[config.mk]
export PLATFORM = sky130hd
export DESIGN_NAME = uart_mode_status_control
export DESIGN_NICKNAME = d
export VERILOG_FILES = /design/src/core/uart_cfg_pkg.sv /design/src/core/uart_mode_status_control.sv /design/src/core/baud_tick_gen.sv
export SDC_FILE = /design/constraint.sdc
export NUM_CORES = 1
export LEC_CHECK = 0
export ABC_CLOCK_PERIOD_IN_PS = 5100
export BUFFER_PORTS_ARGS = -buffer_cell sky130_fd_sc_hd__buf_2
export CORE_ASPECT_RATIO = 0.8
export CORE_UTILIZATION = 30
export DETAILED_ROUTE_END_ITERATION = 6
export HOLD_SLACK_MARGIN = 0.12
export PLACE_DENSITY = 0.56
export SYNTH_ARGS = -nofsm -noshare
export SYNTH_HDL_FRONTEND = slang
export SYNTH_SLANG_ARGS = --single-unit
[constraint.sdc]
create_clock -name clk -period 5.1 [get_ports clk]
set_input_delay 1.275 -clock clk [delete_from_list [all_inputs] [get_ports clk]]
set_output_delay 1.275 -clock clk [all_outputs]
set_load 0.005 [all_outputs]
[src/core/uart_cfg_pkg.sv]
package uart_cfg_pkg;
  // ==========================================================
  // Register map
  localparam logic [3:0] ADDR_MODE = 4'h0;
  localparam logic [3:0] ADDR_STAT = 4'h1;
  localparam logic [3:0] ADDR_TXD = 4'h2;
  localparam logic [3:0] ADDR_RXD = 4'h3;
  localparam logic [3:0] ADDR_DIV = 4'h4;
  localparam logic [15:0] MODE_WMASK = 16'hbbff;
  localparam logic [15:0] STAT_WMASK = 16'hecc0;
  localparam logic [15:0] MODE_RST = 16'h0000;
  localparam logic [15:0] STAT_RST = 16'h0000;
  localparam logic [15:0] DIV_RST = 16'h0000;

  // ==========================================================
  // Mode register fields
  localparam int M_EN = 15;
  localparam int M_SIDL = 13;
  localparam int M_INFRARED_CODEC_ENABLE = 12;
  localparam int M_REQUEST_PIN_MODE_BIT = 11;
  localparam int M_USE = 8;
  localparam int M_WAKE = 7;
  localparam int M_LPBK = 6;
  localparam int M_AUTO_RATE_ENABLE = 5;
  localparam int M_RECEIVE_POLARITY_BIT = 4;
  localparam int M_HIGH_SPEED_SELECT = 3;
  localparam int M_PD = 1;
  localparam int M_STOP_BIT_SELECT = 0;

  // ==========================================================
  // Status register fields
  localparam int S_TXIS1 = 15;
  localparam int S_TXINV = 14;
  localparam int S_TXIS0 = 13;
  localparam int S_BRK = 11;
  localparam int S_TXEN = 10;
  localparam int S_TXBF = 9;
  localparam int S_SHIFTER_EMPTY_FLAG = 8;
  localparam int S_RXIS = 6;
  localparam int S_RIDLE = 4;
  localparam int S_RXDA = 0;

  // ==========================================================
  // Encodings and counts
  localparam logic [1:0] USE_TXRX = 2'h0;
  localparam logic [1:0] USE_RTS = 2'h1;
  localparam logic [1:0] USE_FLOW = 2'h2;
  localparam logic [1:0] USE_BCLK = 2'h3;
  localparam logic [1:0] PD_8N = 2'h0;
  localparam logic [1:0] PD_8E = 2'h1;
  localparam logic [1:0] PD_8O = 2'h2;
  localparam logic [1:0] PD_9N = 2'h3;
  localparam logic [1:0] TXI_ANY = 2'h0;
  localparam logic [1:0] TXI_DONE = 2'h1;
  localparam logic [1:0] TXI_EMPTY = 2'h2;
  localparam logic [1:0] RXI_3 = 2'h2;
  localparam logic [1:0] RXI_4 = 2'h3;
  localparam logic [2:0] FIFO_DEPTH = 3'h4;
  localparam logic [3:0] OS_LAST_STD = 4'hf;
  localparam logic [3:0] OS_LAST_HS = 4'h3;
  localparam logic [3:0] IR_PULSE = 4'h3;
  localparam logic [3:0] BRK_BITS = 4'he;
  localparam logic [2:0] SYNC_EDGES = 3'h5;
  localparam int ABD_SH_STD = 7;
  localparam int ABD_SH_HS = 5;

  typedef enum logic [3:0] {
    RX_IDLE = 4'b0001,
    RX_START = 4'b0010,
    RX_DATA = 4'b0100,
    RX_STOP = 4'b1000
  } rx_state_t;

  typedef enum logic [1:0] {
    TX_IDLE = 2'b01,
    TX_SHIFT = 2'b10
  } tx_state_t;

  // Last oversample tick index of a bit period
  function automatic logic [3:0] os_last(input logic hs);
    return hs ? OS_LAST_HS : OS_LAST_STD;
  endfunction

  // Frame, LSB first, with its bit count on top
  function automatic logic [18:0] build_frame(input logic [8:0] d,
    input logic [1:0] pd, input logic two, input logic brk);
    logic [14:0] b;
    logic [3:0] n;
    b = {6'h3f, d[7:0], 1'b0};
    n = 4'ha;
    if (brk) begin
      b = {2'h3, 13'h0000};
      n = BRK_BITS;
    end else if (pd == PD_9N) begin
      b = {5'h1f, d, 1'b0};
      n = 4'hb;
    end else if (pd != PD_8N) begin
      b = {5'h1f, (pd == PD_8O) ? ~^d[7:0] : ^d[7:0], d[7:0], 1'b0};
      n = 4'hb;
    end
    return {n + {3'h0, two}, b};
  endfunction
endpackage

[src/core/uart_mode_status_control.sv]
`timescale 1ns/1ps
// Functional notes
// - IR codec on: receive pin is IR input, transmit pin drives IR output.
// - IR codec works only with sixteen-times oversampling selected.
// - Disabled: pins released, logic frozen; enabled: pins per usage field.
// - Stop-in-idle set halts the module while the device idles.
// - Request pin mode: set is simplex, clear is flow control.
// - Usage field picks transmit, receive, request, clear and clock pins.
// - Wake: falling receive edge in sleep interrupts, next rise clears bit.
// - Loopback bit feeds transmit line back into the receiver.
// - Auto-rate measures a 55h sync character, then clears its bit.
// - Receive polarity set makes receive idle low.
// - High-speed bit: four ticks per bit, else sixteen.
// - Format field: 9N, 8 odd, 8 even or 8N.
// - Stop select: two stop bits when set, else one.
// - Transmit interrupt: any load, load emptying buffer, or all done.
// - Transmit polarity sets idle level, reversed with IR codec on.
// - Break: start, twelve zeros, stop; hardware then clears the bit.
// - Clearing transmit enable aborts, flushes buffer, releases pin.
// - Buffer-full flag reads one only when four characters wait.
// - Shifter-empty flag reads one when shifter and buffer are empty.
// - Receive interrupt: every character, or at three, or at four held.
// - Unimplemented mode and status bits ignore writes and read zero.
module uart_mode_status_control
  import uart_cfg_pkg::*;
(
  // Clock and reset
  input wire logic clk,
  input wire logic reset_n,
  // Register port
  input wire logic [3:0] addr,
  input wire logic [15:0] wdata,
  input wire logic wr_en,
  input wire logic rd_en,
  output logic [15:0] rdata,
  // Device power state
  input wire logic idle_mode,
  input wire logic sleep_mode,
  // Serial pins
  input wire logic serial_in_pin,
  output logic serial_out_pin_o,
  output logic serial_out_pin_oe,
  input wire logic clear_to_send_pin_n,
  output logic request_to_send_pin_n_o,
  output logic request_to_send_pin_oe,
  output logic baud_clock_out_pin_o,
  output logic baud_clock_out_pin_oe,
  // Events
  output logic tx_irq,
  output logic rx_irq,
  output logic wake_irq
);
  typedef struct packed {
    logic [15:0] mode;
    logic [15:0] stat;
    logic [15:0] div;
    logic div_wr;
    logic [3:0][8:0] txq;
    logic [2:0] tx_cnt;
    logic [1:0] tx_rd;
    logic [1:0] tx_wr;
    tx_state_t tx_st;
    logic [14:0] tx_sh;
    logic [3:0] tx_left;
    logic [3:0] tx_sub;
    logic tx_brk;
    logic [3:0][8:0] rxq;
    logic [2:0] rx_cnt;
    logic [1:0] rx_rd;
    logic [1:0] rx_wr;
    rx_state_t rx_st;
    logic [8:0] rx_sh;
    logic [3:0] rx_idx;
    logic [3:0] rx_sub;
    logic rx_prev;
    logic [3:0] ir_hold;
    logic [23:0] abd_cnt;
    logic [2:0] abd_edges;
    logic wake_armed;
    logic [15:0] rdata;
    logic tx_o;
    logic tx_oe;
    logic rts_n;
    logic rts_oe;
    logic bclk_o;
    logic bclk_oe;
    logic tx_irq;
    logic rx_irq;
    logic wake_irq;
  } uart_state_t;

  uart_state_t s_r, s_nxt;
  logic run, tick, bclk;
  logic [3:0] os_end;
  logic ir_act, pin_in, rx_bit, tx_line, cts_ok;
  logic tx_push, tx_load, tx_done, rx_push, rx_pop, abd_fin;
  logic [18:0] frame;
  logic [1:0] pd;

  // ==========================================================
  // Oversample clock
  baud_tick_gen u_baud (
    .clk(clk),
    .reset_n(reset_n),
    .run(run),
    .restart(s_r.div_wr),
    .divisor(s_r.div),
    .tick(tick),
    .clk_out(bclk)
  );

  // ==========================================================
  // Next state
  always_comb begin
    s_nxt = s_r;
    tx_load = 1'b0;
    tx_done = 1'b0;
    rx_push = 1'b0;
    abd_fin = 1'b0;
    frame = '0;
    s_nxt.div_wr = 1'b0;
    s_nxt.tx_irq = 1'b0;
    s_nxt.rx_irq = 1'b0;
    s_nxt.wake_irq = 1'b0;
    s_nxt.rdata = 16'h0000;
    pd = s_r.mode[M_PD +: 2];
    run = s_r.mode[M_EN] && !(idle_mode && s_r.mode[M_SIDL]);
    os_end = os_last(s_r.mode[M_HIGH_SPEED_SELECT]);
    ir_act = s_r.mode[M_INFRARED_CODEC_ENABLE] && !s_r.mode[M_HIGH_SPEED_SELECT];
    pin_in = serial_in_pin ^ s_r.mode[M_RECEIVE_POLARITY_BIT];
    tx_line = (s_r.tx_st == TX_SHIFT) ? s_r.tx_sh[0] : 1'b1;
    if (s_r.mode[M_LPBK]) begin
      rx_bit = tx_line;
    end else if (ir_act) begin
      rx_bit = pin_in && (s_r.ir_hold == 4'h0);
    end else begin
      rx_bit = pin_in;
    end
    cts_ok = (s_r.mode[M_USE +: 2] != USE_FLOW) || !clear_to_send_pin_n;
    tx_push = wr_en && (addr == ADDR_TXD) && (s_r.tx_cnt != FIFO_DEPTH);
    rx_pop = rd_en && (addr == ADDR_RXD) && (s_r.rx_cnt != 3'h0);

    // Transmit buffer and shifter
    if (tx_push) begin
      s_nxt.txq[s_r.tx_wr] = wdata[8:0];
      s_nxt.tx_wr = s_r.tx_wr + 2'h1;
    end
    if (run && s_r.stat[S_TXEN] && s_r.tx_st == TX_IDLE &&
        s_r.tx_cnt != 3'h0 && cts_ok) begin
      tx_load = 1'b1;
      frame = build_frame(s_r.txq[s_r.tx_rd], pd, s_r.mode[M_STOP_BIT_SELECT],
        s_r.stat[S_BRK]);
      s_nxt.tx_sh = frame[14:0];
      s_nxt.tx_left = frame[18:15];
      s_nxt.tx_sub = 4'h0;
      s_nxt.tx_brk = s_r.stat[S_BRK];
      s_nxt.tx_st = TX_SHIFT;
      s_nxt.tx_rd = s_r.tx_rd + 2'h1;
    end else if (run && s_r.tx_st == TX_SHIFT && tick) begin
      if (s_r.tx_sub == os_end) begin
        s_nxt.tx_sub = 4'h0;
        s_nxt.tx_sh = {1'b1, s_r.tx_sh[14:1]};
        s_nxt.tx_left = s_r.tx_left - 4'h1;
        if (s_r.tx_left == 4'h1) begin
          s_nxt.tx_st = TX_IDLE;
          tx_done = 1'b1;
          if (s_r.tx_brk) begin
            s_nxt.stat[S_BRK] = 1'b0;
          end
          s_nxt.tx_brk = 1'b0;
        end
      end else begin
        s_nxt.tx_sub = s_r.tx_sub + 4'h1;
      end
    end
    s_nxt.tx_cnt = s_r.tx_cnt + {2'h0, tx_push} - {2'h0, tx_load};
    case ({s_r.stat[S_TXIS1], s_r.stat[S_TXIS0]})
      TXI_ANY: s_nxt.tx_irq = tx_load;
      TXI_EMPTY: s_nxt.tx_irq = tx_load && s_nxt.tx_cnt == 3'h0;
      TXI_DONE: s_nxt.tx_irq = tx_done && s_r.tx_cnt == 3'h0;
      default: s_nxt.tx_irq = 1'b0;
    endcase

    // Receiver, sampled mid-bit
    if (run && tick) begin
      if (!pin_in) begin
        s_nxt.ir_hold = os_end;
      end else if (s_r.ir_hold != 4'h0) begin
        s_nxt.ir_hold = s_r.ir_hold - 4'h1;
      end
      case (s_r.rx_st)
        RX_IDLE: begin
          if (!rx_bit && !s_r.mode[M_AUTO_RATE_ENABLE]) begin
            s_nxt.rx_st = RX_START;
            s_nxt.rx_sub = 4'h0;
          end
        end
        RX_START: begin
          if (s_r.rx_sub == (os_end >> 1)) begin
            s_nxt.rx_sub = 4'h0;
            s_nxt.rx_idx = 4'h0;
            s_nxt.rx_st = rx_bit ? RX_IDLE : RX_DATA;
          end else begin
            s_nxt.rx_sub = s_r.rx_sub + 4'h1;
          end
        end
        RX_DATA: begin
          if (s_r.rx_sub == os_end) begin
            s_nxt.rx_sub = 4'h0;
            s_nxt.rx_sh[s_r.rx_idx] = rx_bit;
            s_nxt.rx_idx = s_r.rx_idx + 4'h1;
            if (s_r.rx_idx == ((pd == PD_8N) ? 4'h7 : 4'h8)) begin
              s_nxt.rx_st = RX_STOP;
            end
          end else begin
            s_nxt.rx_sub = s_r.rx_sub + 4'h1;
          end
        end
        RX_STOP: begin
          if (s_r.rx_sub == os_end) begin
            s_nxt.rx_sub = 4'h0;
            s_nxt.rx_st = RX_IDLE;
            // A full buffer drops the new character
            rx_push = (s_r.rx_cnt != FIFO_DEPTH);
          end else begin
            s_nxt.rx_sub = s_r.rx_sub + 4'h1;
          end
        end
        default: s_nxt.rx_st = RX_IDLE;
      endcase
    end
    if (rx_push) begin
      s_nxt.rxq[s_r.rx_wr] = (pd == PD_9N) ? s_r.rx_sh :
        {1'b0, s_r.rx_sh[7:0]};
      s_nxt.rx_wr = s_r.rx_wr + 2'h1;
    end
    if (rx_pop) begin
      s_nxt.rx_rd = s_r.rx_rd + 2'h1;
    end
    s_nxt.rx_cnt = s_r.rx_cnt + {2'h0, rx_push} - {2'h0, rx_pop};
    case (s_r.stat[S_RXIS +: 2])
      RXI_4: s_nxt.rx_irq = rx_push && s_nxt.rx_cnt == 3'h4;
      RXI_3: s_nxt.rx_irq = rx_push && s_nxt.rx_cnt == 3'h3;
      default: s_nxt.rx_irq = rx_push;
    endcase

    // Rate measurement over eight bit times of the sync
    if (run && s_r.mode[M_AUTO_RATE_ENABLE]) begin
      if (s_r.abd_edges != 3'h0) begin
        s_nxt.abd_cnt = s_r.abd_cnt + 24'h000001;
      end
      if (s_r.rx_prev && !rx_bit) begin
        if (s_r.abd_edges == 3'h0) begin
          s_nxt.abd_cnt = 24'h000000;
        end
        if (s_r.abd_edges == SYNC_EDGES - 3'h1) begin
          abd_fin = 1'b1;
          s_nxt.abd_edges = 3'h0;
          s_nxt.mode[M_AUTO_RATE_ENABLE] = 1'b0;
          s_nxt.div_wr = 1'b1;
          s_nxt.div = 16'(s_r.abd_cnt >> (s_r.mode[M_HIGH_SPEED_SELECT] ?
            ABD_SH_HS : ABD_SH_STD)) - 16'h0001;
        end else begin
          s_nxt.abd_edges = s_r.abd_edges + 3'h1;
        end
      end
    end
    s_nxt.rx_prev = rx_bit;

    // Wake from sleep on a start edge
    if (s_r.mode[M_EN] && s_r.mode[M_WAKE] && sleep_mode) begin
      if (s_r.rx_prev && !rx_bit) begin
        s_nxt.wake_irq = 1'b1;
        s_nxt.wake_armed = 1'b1;
      end else if (s_r.wake_armed && !s_r.rx_prev && rx_bit) begin
        s_nxt.mode[M_WAKE] = 1'b0;
        s_nxt.wake_armed = 1'b0;
      end
    end

    // Software writes land last, so a write beats a hardware clear
    if (wr_en) begin
      case (addr)
        ADDR_MODE: s_nxt.mode = wdata & MODE_WMASK;
        ADDR_STAT: s_nxt.stat = wdata & STAT_WMASK;
        ADDR_DIV: begin
          s_nxt.div = wdata;
          s_nxt.div_wr = 1'b1;
        end
        default: s_nxt.div_wr = s_nxt.div_wr;
      endcase
    end
    if (s_r.stat[S_TXEN] && !s_nxt.stat[S_TXEN]) begin
      s_nxt.tx_cnt = 3'h0;
      s_nxt.tx_rd = 2'h0;
      s_nxt.tx_wr = 2'h0;
      s_nxt.tx_st = TX_IDLE;
      s_nxt.tx_brk = 1'b0;
      s_nxt.tx_irq = 1'b0;
    end

    // Read data stand for one cycle only
    if (rd_en) begin
      case (addr)
        ADDR_MODE: s_nxt.rdata = s_r.mode;
        ADDR_STAT: begin
          s_nxt.rdata = s_r.stat;
          s_nxt.rdata[S_TXBF] = (s_r.tx_cnt == FIFO_DEPTH);
          s_nxt.rdata[S_SHIFTER_EMPTY_FLAG] = (s_r.tx_st == TX_IDLE) &&
            (s_r.tx_cnt == 3'h0);
          s_nxt.rdata[S_RIDLE] = (s_r.rx_st == RX_IDLE);
          s_nxt.rdata[S_RXDA] = (s_r.rx_cnt != 3'h0);
        end
        ADDR_RXD: s_nxt.rdata = {7'h00, s_r.rxq[s_r.rx_rd]};
        ADDR_DIV: s_nxt.rdata = s_r.div;
        default: s_nxt.rdata = 16'h0000;
      endcase
    end

    // Pin drive
    s_nxt.tx_o = (ir_act ? (!tx_line && s_r.tx_st == TX_SHIFT &&
      s_r.tx_sub < IR_PULSE) : tx_line) ^ s_r.stat[S_TXINV];
    s_nxt.tx_oe = s_r.mode[M_EN] && s_r.stat[S_TXEN];
    s_nxt.rts_oe = s_r.mode[M_EN] && (s_r.mode[M_USE +: 2] == USE_RTS ||
      s_r.mode[M_USE +: 2] == USE_FLOW);
    // Simplex asserts while sending; flow control while room remains
    s_nxt.rts_n = s_r.mode[M_REQUEST_PIN_MODE_BIT] ?
      !(s_r.tx_st == TX_SHIFT || s_r.tx_cnt != 3'h0) :
      (s_r.rx_cnt == FIFO_DEPTH);
    s_nxt.bclk_oe = s_r.mode[M_EN] &&
      s_r.mode[M_USE +: 2] == USE_BCLK;
    s_nxt.bclk_o = bclk;
  end

  always_ff @(posedge clk or negedge reset_n) begin
    if (!reset_n) begin
      s_r <= '0;
      s_r.mode <= MODE_RST;
      s_r.stat <= STAT_RST;
      s_r.div <= DIV_RST;
      s_r.tx_st <= TX_IDLE;
      s_r.rx_st <= RX_IDLE;
    end else begin
      s_r <= s_nxt;
    end
  end

  assign rdata = s_r.rdata;
  assign serial_out_pin_o = s_r.tx_o;
  assign serial_out_pin_oe = s_r.tx_oe;
  assign request_to_send_pin_n_o = s_r.rts_n;
  assign request_to_send_pin_oe = s_r.rts_oe;
  assign baud_clock_out_pin_o = s_r.bclk_o;
  assign baud_clock_out_pin_oe = s_r.bclk_oe;
  assign tx_irq = s_r.tx_irq;
  assign rx_irq = s_r.rx_irq;
  assign wake_irq = s_r.wake_irq;
endmodule

[src/core/baud_tick_gen.sv]
`timescale 1ns/1ps
module baud_tick_gen
  import uart_cfg_pkg::*;
(
  // Clock and reset
  input wire logic clk,
  input wire logic reset_n,
  // Control
  input wire logic run,
  input wire logic restart,
  input wire logic [15:0] divisor,
  // Oversample tick and clock out
  output logic tick,
  output logic clk_out
);
  typedef struct packed {
    logic [15:0] cnt;
    logic tick;
    logic clk_out;
  } baud_state_t;

  baud_state_t s_r, s_nxt;

  always_comb begin
    s_nxt = s_r;
    s_nxt.tick = 1'b0;
    // A new divisor restarts the period at once
    if (restart || !run) begin
      s_nxt.cnt = 16'h0000;
    end else if (s_r.cnt >= divisor) begin
      s_nxt.cnt = 16'h0000;
      s_nxt.tick = 1'b1;
    end else begin
      s_nxt.cnt = s_r.cnt + 16'h0001;
    end
    s_nxt.clk_out = run && (s_nxt.cnt <= (divisor >> 1));
  end

  always_ff @(posedge clk or negedge reset_n) begin
    if (!reset_n) begin
      s_r <= '0;
    end else begin
      s_r <= s_nxt;
    end
  end

  assign tick = s_r.tick;
  assign clk_out = s_r.clk_out;
endmodule

; Yosys cells after proc, flatten, opt, wreduce, memory -nomap -nowiden
; Cells that the tools add are included.
[totals]
register_bits = 247
input_bits = 28
out_inout_bits = 25
elab_cells = 304
[classes]
add_sub_neg = 18
magnitude_cmp = 11
n_eq_ne = 38
shift = 1
muxes = 100
bitwise = 2
n_reduce_logical = 87
[ops]
columns = operator, count
row1 = 16-bit two-way mux, 5
row2 = 36-bit bitwise mux, 2
row3 = 17-bit two-way mux, 4
row4 = 16-bit case mux with 4 select lines, 1
row5 = 4-bit two-way mux, 14
row6 = 9-bit two-way mux, 6
row7 = 26-bit two-way mux, 2
row8 = 24-bit two-way mux, 2
row9 = 41-bit two-way mux, 1
row10 = 1-bit two-way mux, 39
row11 = 1-bit logical AND, 37
row12 = 9-bit binary-select mux with 2-bit select, 2
row13 = 9-bit demux with 2-bit select, 2
row14 = 27-bit two-way mux, 1
row15 = 24-bit by 1-bit adder with 24-bit output (second input constant), 1
row16 = 24-bit by 3-bit right shift with 16-bit output, 1
row17 = 21-bit two-way mux, 1
row18 = 3-bit nonzero test, 7
row19 = 10-bit two-way mux, 2
row20 = 16-bit by 1-bit adder with 16-bit output (second input constant), 1
row21 = 2-bit equality test (second input constant), 8
row22 = 16-bit >= comparator, 1
row23 = 16-bit by 15-bit less-or-equal comparator with 1-bit output, 1
row24 = 4-bit case mux with 4 select lines, 1
row25 = other kinds (50), 115

; Longest topological paths before layout
[depth]
word_depth = 14
ltp_mapped = 19
ltp_nobuf = 17

; Cells and area by module
; Synthesis repeated with hierarchy kept, for this count alone.
[hier_totals]
hier_cells = 1220
hier_area_um2 = 13220.2
[modules_own_cells]
columns = mod, instances, cells_per_inst, area_per_inst_um2, seq_area_each_um2
row1 = uart_mode_status_control, 1, 1050, 11613.6, 5708.0
row2 = baud_tick_gen, 1, 170, 1606.5, 450.4

; Worst setup path after synthesis
; OpenSTA, ideal clock, no wires.
[synth_timing]
kind = in2reg
start = in idle_mode
end = reg s_r (netlist bit rx_irq)
setup_time_ns = 0.082
arrival_time_ns = 4.069
required_time_ns = 5.018
setup_slack_ns = 0.949
stages = 13
path_buffers = 0
cell_sequence = nand2_1 -> nand3_1 -> nor4b_4 -> inv_1 -> ha_1 -> inv_1 -> ha_1 -> inv_1 -> fa_1 -> xnor2_1 -> xnor2_1 -> or4b_2 -> a31oi_1
[synth_lines]
columns = element, line_no
row1 = start: declaration, uart_mode_status_control.sv:37  ; input wire logic idle_mode,
row2 = end signal: assignment, uart_mode_status_control.sv:344  ; s_r <= s_nxt;
row3 = end: declaration, uart_mode_status_control.sv:92  ; uart_state_t s_r, s_nxt;

==> results.py <==
metrics = {
    "outcome": {
        "status": "completed",
    },
    "setup_path": {
        "path_common_cell": "a21o_1",
        "crit_start": "u_baud.s_r[2]",
        "worstSetupEndpoint": "u_baud.clk_out",
        "r2r_cells": 17,
        "arrival_ns": 4.57,
        "crit_type": "flip-flop to flip-flop",
        "worstSetupEndpointType": "flip-flop",
        "start_kind": "flip-flop",
        "ff2ff_setup_slack_ns": 1.01,
        "critical_path_required_ns": 5.58,
        "worstPathCellList": "inv_1 -> ha_1 -> nand2b_1 -> a21o_1 -> a21o_1 -> a21oi_1 -> o211ai_1 -> a2111o_1 -> nor2_1 -> ha_1 -> a21o_1 -> a21o_1 -> a21o_1 -> a21o_1 -> a221oi_1 -> nand3b_1 -> o211a_1",
        "r2r_end": "u_baud.clk_out",
        "timing.rr.start": "u_baud.s_r[2]",
        "critPathMaxFanout": 18,
        "cp_slowest_stage_delay_ns": 0.71,
        "slowest_stage": "a2111o_1",
    },
    "floorplan": {
        "die-area_mm2": 0.04414,
        "start_util": 0.3074,
        "die_height_um": 188.1,
        "floorplan.core_area_mm2": 0.04225,
        "die_x_um": 234.6,
        "ios": 53,
        "placementRows": 67,
    },
    "sta": {
        "layout_setup_ws_ns": 1.007,
        "skew_ns": 0.009729,
        "fmax_mhz": 244.3,
        "hold_viol": 0,
        "slew_headroom": 0.2589,
        "fin_crit_sh": 0.8025,
        "worst_slew_pin_slew_ns": 1.109,
        "holdWs_ns": 0.4301,
        "rsz0062_at_grt": "no",
        "final_max_slew_viol_count": 0,
        "setup_violations": 0,
        "fin_crit_ns": 4.093,
        "tns_ns": 0,
    },
    "route": {
        "drt-initial-drc-count": 720,
        "viasPerCell": 5.043,
        "routed_wl_um": 32440,
        "via_count": 9204,
        "dr.pass1.iters": 7,
        "drc_errors": 0,
        "wl_per_cell_um": 17.77,
        "ant_nets": 0,
    },
    "cells_and_area": {
        "drive_above_1_share": 0.1854,
        "fill_cells": 4219,
        "diodes": 0,
        "post-route-util": 0.3492,
        "area_growth_pct": 13.60,
        "finalNetCount": 1346,
        "final_cells": 1825,
    },
    "clocking": {
        "clockRootBuffer": "clkbuf_16",
        "post-cts-setup-buffers": 0,
        "cts_max_level": 1,
        "clk_pin_slew_ns": 0.06,
        "clkSinkCount": 246,
        "clk_latency_ns": 0.54,
        "hold_buffers": 0,
        "numCtsBuffers": 27,
        "cts_resized": 0,
        "tritoncts": "built",
        "cts_buffer_depth": 3,
    },
    "grt": {
        "grt_util_all_layers": 0.1484,
        "grt_max_degree": 106,
        "overflow": 0,
        "grt_antenna_before_repair": 1,
        "grt_pass1_wl_um": 52210,
        "grt_pass1_vias": 9037,
    },
    "synthesis": {
        "synth_flop_cell": "dfrtp_1",
        "synth-seq-cells": 246,
        "synthDistinctLibCells": 67,
        "synth_largest_area_cell": "dfrtp_1",
        "ys_top_cells_by_area": "dfrtp_1, mux2_2, ha_1, nor2_1, mux4_2",
        "synthesis.area_mm2": 0.01299,
        "synth-edff-count": 0,
        "syn_inst": 1228,
        "yosysSeqAreaShare": 0.4741,
        "synth_top_area_share": 0.4701,
        "async_flop_share": 1.000,
        "synth_nets": 1321,
        "synth_common_cells": "dfrtp_1, nor2_1, nand2_1",
        "synth.most_common_cell": "dfrtp_1",
        "synth.avg_cell_area_um2": 10.58,
        "yosysWarningCount": 0,
    },
    "placed_design": {
        "hpwl_um": 23420,
        "dp_slack_ns": 0.6563,
        "finalWeightedCongestion": 0.8504,
        "dp.cells": 1776,
        "portBuffers": 52,
    },
    "job": {
        "cap_violations": 0,
    },
    "pwr": {
        "pwr_density_cell_mw_per_mm2": 409.3,
        "ir_worst_vdd_v": 0.0002222,
        "power_leakage_nw": 7.016,
    },
    "hold_path": {
        "min-delay-path-class": "flip-flop to flip-flop",
    },
}
[registers in the layout (all words and copies together) (netlist names), 2 cells and up]
name        count
rdata          16
pd              2
s_r           201
u_baud.s_r     16
[logic make-up (layout without fill, tap and decap cells)]
family	after synthesis	count (layout)	synth area share
xor+xnor	73	73	0.04923
simple gates	397	397	0.1483
compound gates	187	187	0.09103
mux	138	138	0.1326
buf+inv	122	167	0.04084
flops	246	246	0.4741
fa+ha+maj	65	65	0.06377
[worst max-delay path, delay by kind of cell (launching register included)]
family	cells	cell delay [ns]
buffers and inverters	1	0.09
adders and majority gates	2	0.53
AOI/OAI and AO/OA	11	2.42
and+or+nand+nor	3	0.53
DFF	1	0.44
[worst min-delay path by stage]
stage	end	slack (ns)	from	depth (start not counted)
floorplan	baud_clock_out_pin_o	0.33	u_baud.clk_out	0
global placement	baud_clock_out_pin_o	0.42	u_baud.clk_out	0
detailed placement	baud_clock_out_pin_o	0.42	u_baud.clk_out	0
CTS	baud_clock_out_pin_o	0.43	u_baud.clk_out	0
global route	baud_clock_out_pin_o	0.45	u_baud.clk_out	0
finish	baud_clock_out_pin_o	0.43	u_baud.clk_out	0
[layout by cell type (no fill, tap or decap), types with 33 or more instances in the layout]
master | synthesis | final
nand3_1 | 40 | 40
nand2_1 | 108 | 108
dfrtp_1 | 244 | 244
o21ai_0 | 46 | 46
inv_1 | 52 | 52
mux2_2 | 92 | 92
xnor2_1 | 33 | 33
ha_1 | 63 | 63
nor2_1 | 118 | 118
buf_2 | 10 | 51
a21oi_1 | 56 | 56
xor2_1 | 40 | 40
[metrics by stage]
| stage | area (um2) | power (mW) |
|---|---|---|
| 2_1_floorplan | 12990 | 3.444 |
| 5_1_grt | 14760 | 6.363 |
| 6_report | 14760 | 6.040 |
| 3_5_place_dp | 13750 | 3.863 |
| 3_3_place_gp | 13750 | 3.819 |
| 4_1_cts | 14760 | 6.091 |
[area by class of cell]
type / instances / area, um2 / area share
Sequential cell: 246 / 6158 / 0.4174
Multi-Input combinational cell: 860 / 6321 / 0.4284
Tap cell: 552 / 690.7 / 0.04681
Inverter: 53 / 198.9 / 0.01348
Timing Repair Buffer: 65 / 380.4 / 0.02578
Clock buffer: 35 / 765.7 / 0.05190
Clock inverter: 14 / 240.2 / 0.01628
[power breakdown]
| group | leakage [nW] | internal, mW | switching (mW) |
|---|---|---|---|
| Combinational | 3.27 | 0.603 | 0.705 |
| Sequential | 3.26 | 2.24 | 0.283 |
| Clock | 0.488 | 1.36 | 0.840 |
[per-layer routing]
metal | vias up | global-route usage | wire, um
met5 | - | 0 | 14
met4 | 2 | 0.02783 | 466
met3 | 30 | 0.02576 | 1599
met2 | 196 | 0.2218 | 13910
met1 | 4602 | 0.2240 | 16450
li1 | 4374 | - | -
Power figures use the tool's default switching activity.
